### src/verilog/port67_defs.svh
// port 6/7 register offsets, reset values and fixed read values
`ifndef PORT67_DEFS_SVH
`define PORT67_DEFS_SVH
`define P7_DIR_OFFSET 16'hffbc
`define P7_LATCH_OFFSET 16'hffbe
`define KEY_PULLUP_OFFSET 16'hfff2
`define P6_DIR_OFFSET 16'hffb9
`define P6_READ_OFFSET 16'hffbb
`define P7_DIR_RESET 8'h00
`define P7_LATCH_RESET 8'h00
`define KEY_PULLUP_RESET 8'h00
`define P6_DIR_RESET 8'h80
`define DIR_READ_VALUE 8'hff
`define UNMAPPED_READ 8'h00
`define EMPTY_BIT_VALUE 1'b1
`endif

### src/verilog/port67_pkg.sv
// types shared by the port 6/7 pin-select logic
package port67_pkg;
    typedef struct packed {
        logic cyc;
        logic stb;
        logic we;
        logic sel;
        logic [15:0] adr;
        logic [7:0] dat;
    } wb_req_t;
    typedef struct packed {
        logic ext_external_interrupt_0_enable;
        logic sync_output_enable;
        logic timer_outa_enable;
        logic timer_outb_enable;
        logic clock_select_hi;
        logic clock_select_lo;
        logic timer_out_a;
        logic timer_out_b;
        logic vsync_output;
    } periph_ctl_t;
    typedef enum logic [1:0] {
        ST_IDLE = 2'b00,
        ST_ACK = 2'b01
    } bus_state_t;
endpackage
### src/verilog/pin_sync3.sv
// three-flop pin synchroniser, one generate lane per bit
`timescale 1ns/1ns
module pin_sync3 #(
    parameter int WIDTH = 8
) (
    input wire logic clk_sys_i,
    input wire logic srst_i,
    input wire logic [WIDTH-1:0] async_i,
    output logic [WIDTH-1:0] sync_o
);
    logic [WIDTH-1:0] s1_q;
    logic [WIDTH-1:0] s2_q;
    logic [WIDTH-1:0] s3_q;
    logic [WIDTH-1:0] hold_q;

    genvar g;
    generate
        for (g = 0; g < WIDTH; g++) begin : g_lane
            // a change counts only once the second and third stages agree
            always_ff @(posedge clk_sys_i) begin
                if (srst_i) begin
                    s1_q[g] <= 1'b0;
                    s2_q[g] <= 1'b0;
                    s3_q[g] <= 1'b0;
                    hold_q[g] <= 1'b0;
                end else begin
                    s1_q[g] <= async_i[g];
                    s2_q[g] <= s1_q[g];
                    s3_q[g] <= s2_q[g];
                    if (s2_q[g] == s3_q[g]) begin
                        hold_q[g] <= s3_q[g];
                    end
                end
            end
        end
    endgenerate

    assign sync_o = hold_q;
endmodule // pin_sync3

### src/verilog/port67_gpio.sv
// port 6 (bits 4..0) and port 7 pin select, latches and wishbone slave
//
// Chosen here: the Wishbone register port.
`timescale 1ns/1ns
`include "port67_defs.svh"
module port67_gpio
    import port67_pkg::*;
(
    input wire logic clk_sys_i,
    input wire logic srst_i,
    // classic wishbone slave, 8-bit data
    input wire logic cyc_i,
    input wire logic stb_i,
    input wire logic we_i,
    input wire logic sel_i,
    input wire logic [15:0] adr_i,
    input wire logic [7:0] dat_i,
    output logic [7:0] dat_o,
    output logic ack_o,
    // standby modes
    input wire logic hw_standby_i,
    input wire logic sw_standby_i,
    // chip operating mode: 1 selects the bus/host use of port 7 pins 7..4
    input wire logic p7_upper_mode_i,
    input wire logic [3:0] p7_upper_out_i,
    input wire logic [3:0] p7_upper_oe_i,
    // on-chip peripheral controls and outputs
    input wire periph_ctl_t periph_i,
    input wire logic [7:0] keysense_mask_bits_i,
    // port 6 pins 4..0
    input wire logic [4:0] p6_pin_i,
    output logic [4:0] p6_pin_o,
    output logic [4:0] p6_pin_oe_o,
    output logic [3:0] p6_pullup_o,
    // port 7 pins
    input wire logic [7:0] p7_pin_i,
    output logic [7:0] p7_pin_o,
    output logic [7:0] p7_pin_oe_o,
    output logic [3:0] p7_pullup_o,
    // peripheral inputs taken from the pins
    output logic external_interrupt_0_o,
    output logic timer_capture_input_o,
    output logic vsync_input_o,
    output logic timer_ext_clock_input_o,
    output logic [3:0] keysense_input_o,
    output logic [7:0] p7_pin_sync_o
);
    ////////////////////////////////////////////////////////////////////////
    // registers
    bus_state_t state_q;
    bus_state_t state_d;
    logic [7:0] port7_direction_q;
    logic [7:0] port7_output_latch_q;
    logic [7:0] keysense_pullup_enable_q;
    logic [7:0] port6_direction_q;
    logic [7:0] port6_data_q;
    logic [7:0] rdata_q;
    logic [4:0] p6_sync;
    logic [7:0] p7_sync;
    wb_req_t req;

    ////////////////////////////////////////////////////////////////////////
    // pin synchronisers
    pin_sync3 #(.WIDTH(5)) u_sync6 (
        .clk_sys_i(clk_sys_i),
        .srst_i(srst_i),
        .async_i(p6_pin_i),
        .sync_o(p6_sync)
    );
    pin_sync3 #(.WIDTH(8)) u_sync7 (
        .clk_sys_i(clk_sys_i),
        .srst_i(srst_i),
        .async_i(p7_pin_i),
        .sync_o(p7_sync)
    );

    ////////////////////////////////////////////////////////////////////////
    // bus decode
    assign req = '{cyc: cyc_i, stb: stb_i, we: we_i, sel: sel_i,
                   adr: adr_i, dat: dat_i};
    wire req_new = req.cyc && req.stb && (state_q == ST_IDLE);
    wire wr_go = req_new && req.we && req.sel;
    wire hit_p7_dir = (req.adr == `P7_DIR_OFFSET);
    wire hit_p7_latch = (req.adr == `P7_LATCH_OFFSET);
    wire hit_pullup = (req.adr == `KEY_PULLUP_OFFSET);
    wire hit_p6_dir = (req.adr == `P6_DIR_OFFSET);
    wire hit_p6_read = (req.adr == `P6_READ_OFFSET);
    // hardware standby acts like reset; software standby merely holds
    wire clear_all = srst_i || hw_standby_i;
    wire wr_en = wr_go && !sw_standby_i;

    // one wait-free answer: ack the cycle after the request is seen
    always_comb begin
        state_d = state_q;
        case (state_q)
            ST_IDLE: begin
                if (req.cyc && req.stb) begin
                    state_d = ST_ACK;
                end
            end
            ST_ACK: begin
                state_d = ST_IDLE;
            end
            default: begin
                state_d = ST_IDLE;
            end
        endcase
    end

    always_ff @(posedge clk_sys_i) begin
        if (srst_i) begin
            state_q <= ST_IDLE;
        end else begin
            state_q <= state_d;
        end
    end
    assign ack_o = (state_q == ST_ACK);

    ////////////////////////////////////////////////////////////////////////
    // direction, latch and pull-up registers
    always_ff @(posedge clk_sys_i) begin
        if (clear_all) begin
            port7_direction_q <= `P7_DIR_RESET;
        end else if (wr_en && hit_p7_dir) begin
            port7_direction_q <= req.dat;
        end
    end

    always_ff @(posedge clk_sys_i) begin
        if (clear_all) begin
            port7_output_latch_q <= `P7_LATCH_RESET;
        end else if (wr_en && hit_p7_latch) begin
            port7_output_latch_q <= req.dat;
        end
    end

    always_ff @(posedge clk_sys_i) begin
        if (clear_all) begin
            keysense_pullup_enable_q <= `KEY_PULLUP_RESET;
        end else if (wr_en && hit_pullup) begin
            keysense_pullup_enable_q <= req.dat;
        end
    end

    // port 6 direction kept here so that pull-ups and reads can see it;
    // bit 7 is reserved and stays 1
    always_ff @(posedge clk_sys_i) begin
        if (clear_all) begin
            port6_direction_q <= `P6_DIR_RESET;
        end else if (wr_en && hit_p6_dir) begin
            port6_direction_q <= {1'b1, req.dat[6:0]};
        end
    end

    // port 6 output data for bits 4..0, written at the port 6 read address
    always_ff @(posedge clk_sys_i) begin
        if (clear_all) begin
            port6_data_q <= `P6_DIR_RESET;
        end else if (wr_en && hit_p6_read) begin
            port6_data_q <= {1'b1, req.dat[6:0]};
        end
    end

    ////////////////////////////////////////////////////////////////////////
    // read-back
    logic [7:0] p7_read;
    logic [7:0] p6_read;
    logic [3:0] p6_hi_in;
    genvar b;
    generate
        for (b = 0; b < 8; b++) begin : g_p7_read
            assign p7_read[b] = port7_direction_q[b] ?
                port7_output_latch_q[b] : p7_sync[b];
        end
        for (b = 0; b < 4; b++) begin : g_p6_hi
            // mask 0 borrows port 7 pin b for port 6 bit b+4
            assign p6_hi_in[b] = keysense_mask_bits_i[b+4] ?
                ((b == 3) ? `EMPTY_BIT_VALUE :
                 (b == 0) ? p6_sync[4] : 1'b0) :
                p7_sync[b];
        end
        for (b = 0; b < 8; b++) begin : g_p6_read
            if (b == 7) begin : g_empty
                // bit 7 has no direction flop behind it: the mask alone
                // chooses between the empty bit and port 7 pin 3
                assign p6_read[b] = p6_hi_in[3];
            end else if (b >= 4) begin : g_hi
                assign p6_read[b] = port6_direction_q[b] ?
                    port6_data_q[b] : p6_hi_in[b-4];
            end else begin : g_lo
                assign p6_read[b] = port6_direction_q[b] ?
                    port6_data_q[b] : p6_sync[b];
            end
        end
    endgenerate
    // pins 6 and 5 of port 6 sit outside this block; as inputs they read zero while their mask bits are set, else port 7 pins 2 and 1

    wire [7:0] rd_mux =
        hit_p7_dir ? `DIR_READ_VALUE :
        hit_p7_latch ? p7_read :
        hit_pullup ? keysense_pullup_enable_q :
        hit_p6_dir ? `DIR_READ_VALUE :
        hit_p6_read ? p6_read : `UNMAPPED_READ;

    always_ff @(posedge clk_sys_i) begin
        if (srst_i) begin
            rdata_q <= 8'h00;
        end else if (req_new && !req.we) begin
            rdata_q <= rd_mux;
        end
    end
    assign dat_o = rdata_q;

    ////////////////////////////////////////////////////////////////////////
    // port 6 pin drive
    wire tmr_ext_clk = periph_i.clock_select_hi && periph_i.clock_select_lo;
    wire p6_2_sync = periph_i.sync_output_enable;
    wire p6_2_tmrb = !p6_2_sync && periph_i.timer_outb_enable;

    always_comb begin
        p6_pin_oe_o = port6_direction_q[4:0];
        p6_pin_o = port6_data_q[4:0];
        // bit 2: sync output wins over timer B, both over plain I/O
        if (p6_2_sync) begin
            p6_pin_oe_o[2] = 1'b1;
            p6_pin_o[2] = periph_i.vsync_output;
        end else if (p6_2_tmrb) begin
            p6_pin_oe_o[2] = 1'b1;
            p6_pin_o[2] = periph_i.timer_out_b;
        end
        if (periph_i.timer_outa_enable) begin
            p6_pin_oe_o[1] = 1'b1;
            p6_pin_o[1] = periph_i.timer_out_a;
        end
    end

    // inputs reach peripherals from the pin whatever the direction
    assign external_interrupt_0_o =
        periph_i.ext_external_interrupt_0_enable & p6_sync[4];
    assign timer_capture_input_o = p6_sync[3];
    assign vsync_input_o = p6_sync[3];
    assign timer_ext_clock_input_o = tmr_ext_clk & p6_sync[0];
    assign keysense_input_o = p6_sync[3:0];
    assign p7_pin_sync_o = p7_sync;

    ////////////////////////////////////////////////////////////////////////
    // port 7 pin drive
    always_comb begin
        p7_pin_oe_o = port7_direction_q;
        p7_pin_o = port7_output_latch_q;
        // only the upper four pins change with the operating mode
        if (p7_upper_mode_i) begin
            p7_pin_oe_o[7:4] = p7_upper_oe_i;
            p7_pin_o[7:4] = p7_upper_out_i;
        end
    end

    ////////////////////////////////////////////////////////////////////////
    // pull-ups: input direction and control bit both needed
    assign p7_pullup_o = keysense_pullup_enable_q[7:4] &
        ~port7_direction_q[3:0];
    assign p6_pullup_o = keysense_pullup_enable_q[3:0] &
        ~p6_pin_oe_o[3:0];
endmodule // port67_gpio

### config.mk
export PLATFORM = sky130hd
export DESIGN_NAME = port67_gpio
export DESIGN_NICKNAME = d
export VERILOG_FILES = /design/src/verilog/port67_pkg.sv /design/src/verilog/pin_sync3.sv /design/src/verilog/port67_gpio.sv
export VERILOG_INCLUDE_DIRS = /design/src /design/src/verilog
export SDC_FILE = /design/constraint.sdc
export NUM_CORES = 1
export LEC_CHECK = 0
export ABC_CLOCK_PERIOD_IN_PS = 3800
export BUFFER_PORTS_ARGS = -buffer_cell sky130_fd_sc_hd__buf_4
export CAP_MARGIN = 20
export CORE_UTILIZATION = 55
export CTS_CLUSTER_DIAMETER = 150
export CTS_CLUSTER_SIZE = 20
export DETAILED_ROUTE_END_ITERATION = 10
export GPL_ROUTABILITY_DRIVEN = 1
export PLACE_DENSITY = 0.93
export SLEW_MARGIN = 5
export SYNTH_ARGS = -nofsm -noshare
export SYNTH_HDL_FRONTEND = slang
export SYNTH_SLANG_ARGS = --single-unit
### constraint.sdc
create_clock -name clk_sys_i -period 3.8 [get_ports clk_sys_i]
set_clock_uncertainty 0.1 [all_clocks]
set_input_delay 0.38 -clock clk_sys_i [delete_from_list [all_inputs] [get_ports clk_sys_i]]
set_output_delay 0.38 -clock clk_sys_i [all_outputs]
set_load 0.05 [all_outputs]
# Yosys cells after proc, flatten, opt, wreduce, memory -nomap -nowiden
# Cells that the tools add are included.
[word_totals] ff_bits=99 inputBits=71 output_inout_bits=59 elab_cells=135
[op_classes] n_eq_ne=18 n_mux=32 bitwise=7 reduce_logical=19
[op_table] operator="$eq 16x16->1 const B" n=5
[op_table] operator="$mux 8" n=5
[op_table] operator="$mux 1" n=25
[op_table] operator="$eq 1x1->1" n=13
[op_table] operator="$logic_and 1x1->1" n=13
[op_table] operator="$and 4x4->4" n=2
[op_table] operator="$mux 4" n=2
[op_table] operator="$not 4->4" n=2
[op_table] operator="$logic_not 1->1" n=3
[op_table] operator="$and 1x1->1" n=2
[op_table] operator="$logic_not 2->1" n=1
[op_table] operator="$reduce_or 2->1" n=1
[op_table] operator="$logic_or 1x1->1" n=1
[op_table] operator="$not 1->1" n=1

# Depth between registers and ports, before layout
# Gate-level depths: netlist of run 1.
[logic_depth] depth_word=7 ltp_mapped=6 ltp_nobuf=4

# Hierarchy
# A second synthesis of run 1 with hierarchy kept.
[hier_totals] hier_cells=422 area_unflattened_um2=4186.5
[modules_own_cells] module="port67_gpio" instances=1 cells_per_inst=287 area_per_inst_um2=2611.3 seq_area_each_um2=940.9
[modules_own_cells] module="pin_sync3 at u_sync7" instances=1 cells_per_inst=83 area_per_inst_um2=923.4 seq_area_each_um2=640.6
[modules_own_cells] module="pin_sync3 at u_sync6" instances=1 cells_per_inst=52 area_per_inst_um2=651.9 seq_area_each_um2=400.4

# Worst setup path before layout of run 1
# OpenSTA, ideal clock, no wires.
[synth_timing] path_kind="in2out" start="in periph_i[5] (netlist bit)" end="out p6_pullup_o[2]" arrival_ns=1.700 required_time_ns=3.320 slack_ns=1.620 cell_stages=2 path_buffers=0 cell_sequence="or3_1 nor2_1"
[synth_between] elab_chain_cells=5
[synth_rtl] item="start, declared" line="port67_gpio.sv:28" source="input wire periph_ctl_t periph_i,"
[synth_rtl] item="$logic_and 1x1->1" line="port67_gpio.sv:218" source="wire p6_2_tmrb = !p6_2_sync && periph_i.timer_outb_enable;"
[synth_rtl] item="$mux 1" line="port67_gpio.sv:227" source="end else if (p6_2_tmrb) begin"
[synth_rtl] item="$mux 1" line="port67_gpio.sv:224" source="if (p6_2_sync) begin"
[synth_rtl] item="$not 4->4" line="port67_gpio.sv:263" source="~p6_pin_oe_o[3:0];"
[synth_rtl] item="$and 4x4->4" line="port67_gpio.sv:262" source="assign p6_pullup_o = keysense_pullup_enable_q[3:0] &"
[synth_rtl] item="end, declared" line="port67_gpio.sv:34" source="output logic [3:0] p6_pullup_o,"
# No other way between the ends.

# Worst setup path after layout of run 1
[layout_timing] start="reg state_q[0]" end="reg port6_direction_q[2]"
[layout_between] elab_chain_cells=6
[layout_rtl] item="start, declared" line="port67_gpio.sv:50" source="bus_state_t state_q;"
[layout_rtl] item="start signal, assigned" line="port67_gpio.sv:114" source="state_q <= state_d;"
[layout_rtl] item="$logic_not 2->1" line="port67_gpio.sv:81" source="wire req_new = req.cyc && req.stb && (state_q == ST_IDLE);"
[layout_rtl] item="$logic_and 1x1->1" line="port67_gpio.sv:81"
[layout_rtl] item="$logic_and 1x1->1 (2 in series)" line="port67_gpio.sv:82" source="wire wr_go = req_new && req.we && req.sel;"
[layout_rtl] item="$logic_and 1x1->1" line="port67_gpio.sv:90" source="wire wr_en = wr_go && !sw_standby_i;"
[layout_rtl] item="$logic_and 1x1->1" line="port67_gpio.sv:150" source="end else if (wr_en && hit_p6_dir) begin"
[layout_rtl] item="end signal, assigned" line="port67_gpio.sv:149" source="port6_direction_q <= `P6_DIR_RESET;"
[layout_rtl] item="end signal, assigned" line="port67_gpio.sv:151" source="port6_direction_q <= {1'b1, req.dat[6:0]};"
[layout_rtl] item="end, declared" line="port67_gpio.sv:55" source="logic [7:0] port6_direction_q;"
# No other way between the ends.
# A chain may end at the register's enable or synchronous reset.

==> summary.txt, run 1 <==
Status - complete, no violations
Overall routing resource usage - 0.276
Post-synth cell types - 42
Worst hold endpoint - u_sync7.s1_q[6]$_SDFF_PP0_
Number of global-route vias before repair - 3392
# nets final - 600
Final Hold Viols - 0
Area of the core - 0.00725 mm²
Cell taking the most area after synthesis - dfxtp_1
Layout filler cell count - 518
First-pass GRT wire length - 16000 µm
Post-synth EDFFs - 0
CTS Buf Count - 9
Initial antenna violation count - 0
Max Cap Viol - 0
Post-Syn Instances - 432
Residual DRC - 0
I/O pins - 130
CP Data Arrival Time - 2.48 ns
Synth Net Count - 503
Drt wl/cell - 16.8 µm
Yosys reg bits - 99
Total gr overflow - 0
Storage cell area - 0.00198 mm²
Initial core utilization - 0.572
Final core utilization - 0.715
Ys async rst share - 0
Worst-Skew Late Latency - 0.38 ns
Worst-path clk slew - 0.11 ns
Lkg Pwr - 2.19 nW
CTS tree - built
Worst-Margin Slew - 1.05 ns
Post-Syn Area - 0.00415 mm²
Ys Warns - 0
Max VDD drop - 238 µV
Reg2reg setup slack - 1.51 ns
HP Class - input port to flip-flop
Crit Path Category - flip-flop to flip-flop
Layout area overhead - 25.0%
Die area - 0.00789 mm²
CP required - 4.00 ns
Seq/Total Area, Yosys - 0.478
Layout Cells excl Fill - 633
Final WL - 10600 µm
Hold path start - p7_pin_i[6]
Die X - 88.8 µm
Chip height - 88.8 µm
Cts-stage hold buffer count - 0
Synth top area cells - dfxtp_1 48%, mux2i_1 9.2%, nor2b_1 6.8%, nand2_1 5.2%, mux2_2 4.1%
Share of the synthesized area in the top cell type - 0.478
Power, Total - 1.92 mW
RR Endpoint - port6_direction_q[2]$_SDFFE_PP0P_
Fraction of layout cells with a size suffix above 1 - 0.320
Slew Limit Fails - 0
CTS max path bufs - 2
RSZ-0062 raised after global routing - false
Post-DRT Antenna Nets - 0
Final worst-path cycle share - 0.603
# setup viols final - 0
Vias per Instance - 5.70
Pwr/cell area - 371 mW/mm²
Antenna cells - 0
Multi-input logic area - 0.00193 mm²
Max-slew headroom - 0.302
Pin count of the biggest net entering global routing - 64
Count of buffers from port buffering - 125
H-tree levels - 3
Sink Count - 99
Crit path time final - 2.29 ns
# rows - 31
Gp weighted congestion - 0.891
1st-pass router iterations - 6
Worst Setup End Kind - flip-flop
F_max - 0.437 GHz
# resized after CTS - 0
CP Cell Sequence - nand3b_2 > nor4_4 > and4_1 > mux2i_1
Post CTS Setup Buffer Count - 0
CP Launch Type - flip-flop
CTS root buf - clkbuf_8
DRT iter0 DRCs - 482
Critical path's slowest cell - and4_1
CP max FO - 10
Post-DP HPWL - 7640 µm
Post-Syn Area per Cell - 9.60 µm²
Hold Path Cell Cnt - 2
Total number of vias - 3610
Highest cell delay on the worst timing path - 0.64 ns
Worst reg-to-reg path cell count - 4
Placed insts - 617
Main synth FF type - dfxtp_1
Setup tns final - 0 ns
FF-to-FF Start - state_q[0]$_SDFFE_PP0N_
-- placed cells by master (no fill, tap or decap), drive strengths merged, types with 5 or more instances in the layout --
master	netlist	final
inv	3	5
mux2	15	15
nor2b	45	45
mux2i	38	38
o21ai	30	30
dfxtp	99	99
o211ai	9	9
nor2	15	15
buf	23	126
nand2	58	58
clkbuf	17	9
nand4	11	11
a21oi	21	21
a311oi	6	6
-- report_power, final --
| part | total, mW | internal [mW] | switching [mW] | leakage, nW |
|---|---|---|---|---|
| logic | 0.198 | 0.0864 | 0.111 | 1.29 |
| clock network | 0.657 | 0.254 | 0.403 | 0.0920 |
| registers | 1.07 | 1.06 | 0.00910 | 0.805 |
| total | 1.92 | 1.40 | 0.523 | 2.19 |
-- through the flow --
stage	instance area (µm²)	setup WS (ns)	hold slack, ns
6_report	5190	1.51	0.106
5_1_grt	5190	1.40	0.110
4_1_cts	5190	1.53	0.106
3_5_place_dp	4990	1.40	0.326
3_3_place_gp	4990	1.49	0.317
2_1_floorplan	4150	1.62	0.314
-- worst max-delay path by stage --
stage	start	end	slack, ns	cells after the start
6_report	state_q[0]$_SDFFE_PP0N_	port6_direction_q[2]$_SDFFE_PP0P_	1.51	4
5_1_grt	state_q[0]$_SDFFE_PP0N_	port6_direction_q[0]$_SDFFE_PP0P_	1.40	4
4_1_cts	state_q[0]$_SDFFE_PP0N_	port6_direction_q[2]$_SDFFE_PP0P_	1.53	4
3_5_place_dp	adr_i[7]	port6_direction_q[4]$_SDFFE_PP0P_	1.40	5
3_3_place_gp	adr_i[7]	port6_direction_q[3]$_SDFFE_PP0P_	1.49	5
2_1_floorplan	periph_i[5]	p6_pullup_o[2]	1.62	2
-- critical path, delay by kind of cell (launching register included) --
kind	cells	cell delay, ns
mux	1	0.25
simple gates	3	1.54
flops	1	0.33
-- cell families (layout without fill, tap and decap cells) --
logic type | count (synthesis) | in the layout | synth area share
DFF | 99 | 99 | 0.478
and+or+nand+nor | 163 | 163 | 0.226
buffers and inverters | 43 | 145 | 0.0585
muxes | 53 | 53 | 0.132
AOI/OAI and AO/OA | 74 | 74 | 0.106
-- state kept, by name, summed over array words and instances, names as in the netlist, 5 cells and up --
name and flops:
u_sync7.sync_o 8, u_sync7.s3_q 8, u_sync6.s2_q 5, u_sync6.s3_q 5, dat_o 8, port7_direction_q 8
u_sync7.s1_q 8, u_sync6.sync_o 5, port6_data_q 7, u_sync6.s1_q 5, u_sync7.s2_q 8, port6_direction_q 7
keysense_pullup_enable_q 8, port7_output_latch_q 8
-- metal layers --
metal / vias up / global-route usage / routed length, µm
li1: 1684 / - / -
met5: - / 0 / 0
met3: 33 / 0.0569 / 941
met4: 0 / 0.154 / 319
met2: 215 / 0.483 / 5310
met1: 1678 / 0.312 / 4070
-- Yosys cell counts, types with 3 or more instances --
| cell type | number |
|---|---|
| nor2_1 | 15 |
| o21ai_0 | 30 |
| clkbuf_1 | 17 |
| o211ai_1 | 9 |
| and2_1 | 4 |
| and4_1 | 4 |
| and3_1 | 4 |
| mux2_2 | 15 |
| nand3_1 | 3 |
| nand2_1 | 58 |
| nand4_1 | 9 |
| nor2b_1 | 45 |
| a21oi_1 | 21 |
| mux2i_1 | 38 |
| inv_1 | 3 |
| buf_4 | 19 |
| dfxtp_1 | 99 |
| a311oi_1 | 6 |
-- area by class of cell --
| type | instances | share of cell area |
|---|---|---|
| Clock buffer | 9 | 0.0239 |
| Clock inverter | 7 | 0.0142 |
| Inverter | 3 | 0.00217 |
| Multi-Input combinational cell | 290 | 0.371 |
| Sequential cell | 99 | 0.382 |
| Tap cell | 99 | 0.0239 |
| Timing Repair Buffer | 126 | 0.182 |
No activity file was read; power rests on OpenSTA's default activity.
==> inputs of run 2 (changes only) <==
--- a/config.mk
+++ b/config.mk
@@ -6,15 +6,16 @@
 export SDC_FILE = /design/constraint.sdc
 export NUM_CORES = 1
 export LEC_CHECK = 0
-export ABC_CLOCK_PERIOD_IN_PS = 3800
+export ABC_AREA = 1
+export ABC_CLOCK_PERIOD_IN_PS = 2000
 export BUFFER_PORTS_ARGS = -buffer_cell sky130_fd_sc_hd__buf_4
 export CAP_MARGIN = 20
-export CORE_UTILIZATION = 55
+export CORE_UTILIZATION = 46
 export CTS_CLUSTER_DIAMETER = 150
 export CTS_CLUSTER_SIZE = 20
 export DETAILED_ROUTE_END_ITERATION = 10
 export GPL_ROUTABILITY_DRIVEN = 1
-export PLACE_DENSITY = 0.93
+export PLACE_DENSITY = 0.84
 export SLEW_MARGIN = 5
 export SYNTH_ARGS = -nofsm -noshare
 export SYNTH_HDL_FRONTEND = slang
==> constraint.sdc (replaced) <==
create_clock -name clk_sys_i -period 2 [get_ports clk_sys_i]
set_clock_uncertainty 0.1 [all_clocks]
set_input_delay 0.2 -clock clk_sys_i [delete_from_list [all_inputs] [get_ports clk_sys_i]]
set_output_delay 0.2 -clock clk_sys_i [all_outputs]
set_load 0.05 [all_outputs]
==> summary.txt, run 2 <==
Most common cell after layout, fill and taps aside - buf_4
Fraction of layout cells with a size suffix above 1 - 0.264
Main synth FF type - dfxtp_1
Failing checks - design-rule violations
Final Hold Viols - 0
CTS tree - built
# rows - 34
Hold path start - dat_i[1]
Leading cell type by number of instances after synthesis - dfxtp_1
Count of buffers from port buffering - 125
Total gr overflow - 0
CP Launch Type - flip-flop
Layout filler cell count - 782
Post-DP HPWL - 7860 µm
Number of global-route vias before repair - 3879
Reg2reg setup slack - 0.34 ns
Hold Path Cell Cnt - 3
Initial antenna violation count - 0
F_max - 0.602 GHz
Die area - 0.00962 mm²
Max-slew headroom - 0.671
Final WL - 10600 µm
Post-synth EDFFs - 0
Most frequent cells in the layout - 130 x buf_4, 99 x dfxtp_1, 97 x nand2_1
CTS Buf Count - 9
Post-Syn Instances - 567
Pwr/cell area - 693 mW/mm²
Post-synth cell types - 31
Residual DRC - 14
I/O pins - 130
Pin count of the biggest net entering global routing - 30
H-tree levels - 3
Seq/Total Area, Yosys - 0.467
CP required - 2.15 ns
Share of the synthesized area in the top cell type - 0.467
Drt wl/cell - 13.2 µm
Ys Warns - 0
Crit Path Category - flip-flop to flip-flop
Sink Count - 99
Worst-Margin Slew - 0.492 ns
Yosys reg bits - 99
Worst hold endpoint - keysense_pullup_enable_q[1]$_SDFFE_PP0P_
# setup viols final - 0
Synth top cells by count - 99 x dfxtp_1, 97 x nand2_1, 90 x nor2_1, 69 x inv_1, 45 x a21oi_1
Worst reg-to-reg path cell count - 8
Vias per Instance - 5.04
Die X - 98.1 µm
CP Data Arrival Time - 1.81 ns
RSZ-0062 raised after global routing - false
Max VDD drop - 412 µV
Fin Hold WS - 0.0303 ns
Worst-path clk slew - 0.09 ns
Final core utilization - 0.620
Synth top area cells - dfxtp_1 47%, nand2_1 8.6%, nor2_1 8.0%, inv_1 6.1%, a21oi_1 5.3%
Gp weighted congestion - 0.919
Ys async rst share - 0
Slew Limit Fails - 0
CTS root buf - clkbuf_8
Worst-Skew Late Latency - 0.35 ns
Worst Setup End Kind - flip-flop
# nets final - 760
Post-DRT Antenna Nets - 0
Lkg Pwr - 2.39 nW
Overall routing resource usage - 0.224
FF-to-FF Start - state_q[0]$_SDFFE_PP0N_
CTS max path bufs - 2
Status - complete, but fails checks
Post-Syn Area per Cell - 7.49 µm²
Setup tns final - 0 ns
1st-pass router iterations - 8
Max Cap Viol - 0
Synth Net Count - 638
Post-Syn Area - 0.00425 mm²
Total number of vias - 4039
Chip height - 98.1 µm
Cell taking the most area after synthesis - dfxtp_1
Layout area overhead - 29.2%
Area of the core - 0.00885 mm²
# resized after CTS - 0
HP Class - input port to flip-flop
Final worst-path cycle share - 0.831
RR Endpoint - dat_o[1]$_SDFFE_PP0P_
Post CTS Setup Buffer Count - 0
CP max FO - 10
Initial core utilization - 0.480
First-pass GRT wire length - 17300 µm
DRT iter0 DRCs - 270
Crit path time final - 1.66 ns
[run 2: cell families after synthesis]
kind of cell | count (synthesis) | share of synthesized area
AND/OR/NAND/NOR | 255 | 0.273
buffers and inverters | 113 | 0.122
flip-flops | 99 | 0.467
AO/OA/AOI/OAI | 91 | 0.115
multiplexers | 9 | 0.0236
[run 2: worst max path at each step]
| stage | start | end | slack (ns) | cells past startpoint |
|---|---|---|---|---|
| floorplan | port6_direction_q[2]$_SDFFE_PP0P_ | p6_pullup_o[2] | 0.22 | 3 |
| global placement | adr_i[0] | port7_output_latch_q[1]$_SDFFE_PP0P_ | 0.40 | 7 |
| detailed placement | adr_i[9] | port7_output_latch_q[2]$_SDFFE_PP0P_ | 0.35 | 8 |
| CTS | state_q[0]$_SDFFE_PP0N_ | dat_o[3]$_SDFFE_PP0P_ | 0.38 | 8 |
| global route | state_q[0]$_SDFFE_PP0N_ | dat_o[1]$_SDFFE_PP0P_ | 0.20 | 8 |
| finish | state_q[0]$_SDFFE_PP0N_ | dat_o[1]$_SDFFE_PP0P_ | 0.34 | 8 |
[run 2: timing repair]
action,CTS,global route
hold buffers,13,0
setup endpoints to repair,0,0
hold endpoints to repair,13,0
[run 2: where the power goes]
group	total (mW)	switching, mW	leakage (nW)	internal, mW
Sequential	2.03	0.0154	0.805	2.01
Combinational	0.404	0.229	1.48	0.176
Clock	1.37	0.639	0.104	0.735
Total	3.80	0.884	2.39	2.92
[run 2: worst max-delay path, cell delays in order, from the launching register on]
cell     delay (ns)
dfxtp_1        0.32
nor2_1         0.12
inv_2          0.08
nor2_4         0.20
inv_2          0.04
nor2_1         0.35
nand2_1        0.12
nor2_1         0.17
nor2_1         0.05
[run 2: layer usage]
| layer | share of wire | global-route usage | vias up |
|---|---|---|---|
| met5 | 0 | 0 | - |
| met1 | 0.41 | 0.268 | 1829 |
| met3 | 0.072 | 0.0530 | 25 |
| met4 | 0.026 | 0.0979 | 0 |
| met2 | 0.49 | 0.384 | 168 |
| li1 | - | - | 2017 |
[run 2: area by class of cell]
cell class / count / area (µm²) / area share
inverters: 81 / 305 / 0.0556
clock buffers: 13 / 149 / 0.0271
flip-flops and latches: 99 / 1980 / 0.361
diodes: 1 / 2.50 / 0.000456
multi-input cells: 355 / 1750 / 0.319
repair buffers: 143 / 1110 / 0.202
well taps: 108 / 135 / 0.0246
clock inverters: 2 / 60.1 / 0.0109
[run 2: stage by stage]
step	cells	cell area [µm²]	worst slack [ns]	total power [mW]
5_1_grt	801	5490	0.196	3.93
3_5_place_dp	773	5150	0.346	2.46
3_3_place_gp	773	5150	0.404	2.44
4_1_cts	801	5490	0.384	3.82
2_1_floorplan	567	4250	0.223	2.28
6_report	802	5490	0.339	3.80
==> inputs of run 3 (changes only) <==
--- a/config.mk
+++ b/config.mk
@@ -7,15 +7,15 @@
 export NUM_CORES = 1
 export LEC_CHECK = 0
 export ABC_AREA = 1
-export ABC_CLOCK_PERIOD_IN_PS = 2000
+export ABC_CLOCK_PERIOD_IN_PS = 1740
 export BUFFER_PORTS_ARGS = -buffer_cell sky130_fd_sc_hd__buf_4
 export CAP_MARGIN = 20
-export CORE_UTILIZATION = 46
+export CORE_UTILIZATION = 51
 export CTS_CLUSTER_DIAMETER = 150
 export CTS_CLUSTER_SIZE = 20
 export DETAILED_ROUTE_END_ITERATION = 10
 export GPL_ROUTABILITY_DRIVEN = 1
-export PLACE_DENSITY = 0.84
+export PLACE_DENSITY = 0.87
 export SLEW_MARGIN = 5
 export SYNTH_ARGS = -nofsm -noshare
 export SYNTH_HDL_FRONTEND = slang
==> constraint.sdc (replaced) <==
create_clock -name clk_sys_i -period 1.74 [get_ports clk_sys_i]
set_clock_uncertainty 0.1 [all_clocks]
set_input_delay 0.174 -clock clk_sys_i [delete_from_list [all_inputs] [get_ports clk_sys_i]]
set_output_delay 0.174 -clock clk_sys_i [all_outputs]
set_load 0.05 [all_outputs]
==> summary.txt, run 3 (synthesized netlist as in run 2, its figures left out) <==
Area of the core - 0.00789 mm²
CP max FO - 11
Most common cell after layout, fill and taps aside - buf_4
Pwr/cell area - 744 mW/mm²
Residual DRC - 0
Max-slew headroom - 0.658
Met2 Wirelength - 5370 µm
Chip height - 93.3 µm
Total gr overflow - 0
Sink Count - 99
# rows - 32
Slew Limit Fails - 0
Placed insts - 768
F_max - 0.601 GHz
CTS Buf Count - 9
Worst Setup End Kind - flip-flop
Power, Total - 4.11 mW
Count of buffers from port buffering - 125
CTS max path bufs - 2
1st-pass router iterations - 5
CP required - 1.86 ns
Most frequent cells in the layout - 130 x buf_4, 99 x dfxtp_1, 97 x nand2_1
Final core utilization - 0.700
Vias per Instance - 5.09
# setup viols final - 0
Post-DP HPWL - 7790 µm
Final WL - 10700 µm
CP Cell Sequence - nor2_1 > inv_2 > nor2_4 > buf_4 > nand2_2 > nand2_1 > a21oi_1
Worst-Margin Slew - 0.512 ns
Drt wl/cell - 13.3 µm
Highest metal used - met4
I/O pins - 130
Fraction of layout cells with a size suffix above 1 - 0.269
Overall routing resource usage - 0.251
Cell Area, Placed - 0.00516 mm²
Pin count of the biggest net entering global routing - 54
WL met1 - 4280 µm
Status - complete, no violations
Multi-input logic area - 0.00176 mm²
# nets final - 766
CTS root buf - clkbuf_8
Number of global-route vias before repair - 3914
Fin Hold WS - 0.0139 ns
Max VDD drop - 553 µV
RSZ-0062 raised after global routing - true
Critical path's slowest cell - dfxtp_1
Setup tns final - 0 ns
CTS tree - built
Max Cap Viol - 0
Design area - 0.00552 mm²
Layout filler cell count - 627
Layout area overhead - 29.9%
Highest cell delay on the worst timing path - 0.32 ns
Die area - 0.00870 mm²
First-pass GRT wire length - 17100 µm
Gp weighted congestion - 0.872
Total number of vias - 4085
Final Hold Viols - 0
CP Launch Type - flip-flop
Antenna cells - 0
Lkg Pwr - 2.40 nW
DRT iter0 DRCs - 318
Crit Path Category - flip-flop to flip-flop
H-tree levels - 3
HP Class - input port to flip-flop
Storage cell area - 0.00198 mm²
CP Data Arrival Time - 1.78 ns
Final worst-path cycle share - 0.956
Initial core utilization - 0.539
Final setup margin - 0.0761 ns
Worst-path clk slew - 0.09 ns
Met3 WL post-DR - 706 µm
Die X - 93.3 µm
Post-DRT Antenna Nets - 0
Initial antenna violation count - 0
Worst-Skew Late Latency - 0.36 ns
Place WS - 0.0883 ns
Layout Cells excl Fill - 802
Crit path time final - 1.66 ns
run 3: cell types whose count changed in the layout (fill, tap and decap cells not counted), sizes merged:
cell	previous run	this run
dlygate4sd3	13	18
clkbuf	13	10
clkinvlp	0	3
bufinv	2	0
clkinv	3	5
buf	130	131
diode	1	0
inv	78	79
run 3: path summary, 6_finish.rpt:
| check | startpoint | end | slack [ns] | depth (start not counted) |
|---|---|---|---|---|
| setup / recovery | state_q[0]$_SDFFE_PP0N_ | port7_direction_q[1]$_SDFFE_PP0P_ | 0.08 | 7 |
| hold / removal | dat_i[5] | keysense_pullup_enable_q[5]$_SDFFE_PP0P_ | 0.01 | 3 |
| setup reg to reg | state_q[0]$_SDFFE_PP0N_ | port7_direction_q[1]$_SDFFE_PP0P_ | 0.08 | 7 |
| hold reg to reg | u_sync7.s1_q[1]$_SDFF_PP0_ | u_sync7.s2_q[1]$_SDFF_PP0_ | 0.31 | 2 |
run 3: cell type report:
cell class | count | share of cell area
multi-input cells | 355 | 0.319
clock buffers | 10 | 0.0231
inverters | 81 | 0.0553
repair buffers | 149 | 0.213
flip-flops and latches | 99 | 0.359
clock inverters | 6 | 0.00748
well taps | 102 | 0.0231
run 3: critical path: cells and delay by family (launching register included):
family | cells | cell delay, ns
and+or+nand+nor | 4 | 0.69
buffers and inverters | 2 | 0.35
DFF | 1 | 0.32
AOI/OAI and AO/OA | 1 | 0.07
run 3: repair_timing:
action                                  4_1_cts  5_1_grt
buffers inserted                              0        0
endpoints found under the setup margin        0        5
resized for setup                             0        1
hold buffers                                 18        0
endpoints found under the hold margin        22        0
run 3: per-layer routing:
| metal | global-route usage | vias up |
|---|---|---|
| met2 | 0.445 | 160 |
| met3 | 0.0545 | 25 |
| li1 | - | 2025 |
| met4 | 0.115 | 0 |
| met1 | 0.288 | 1875 |
| met5 | 0 | - |
run 3: power by group:
group | internal [mW] | leakage (nW) | switching (mW)
logic | 0.212 | 1.51 | 0.269
registers | 2.31 | 0.805 | 0.0183
clock network | 0.520 | 0.0787 | 0.777
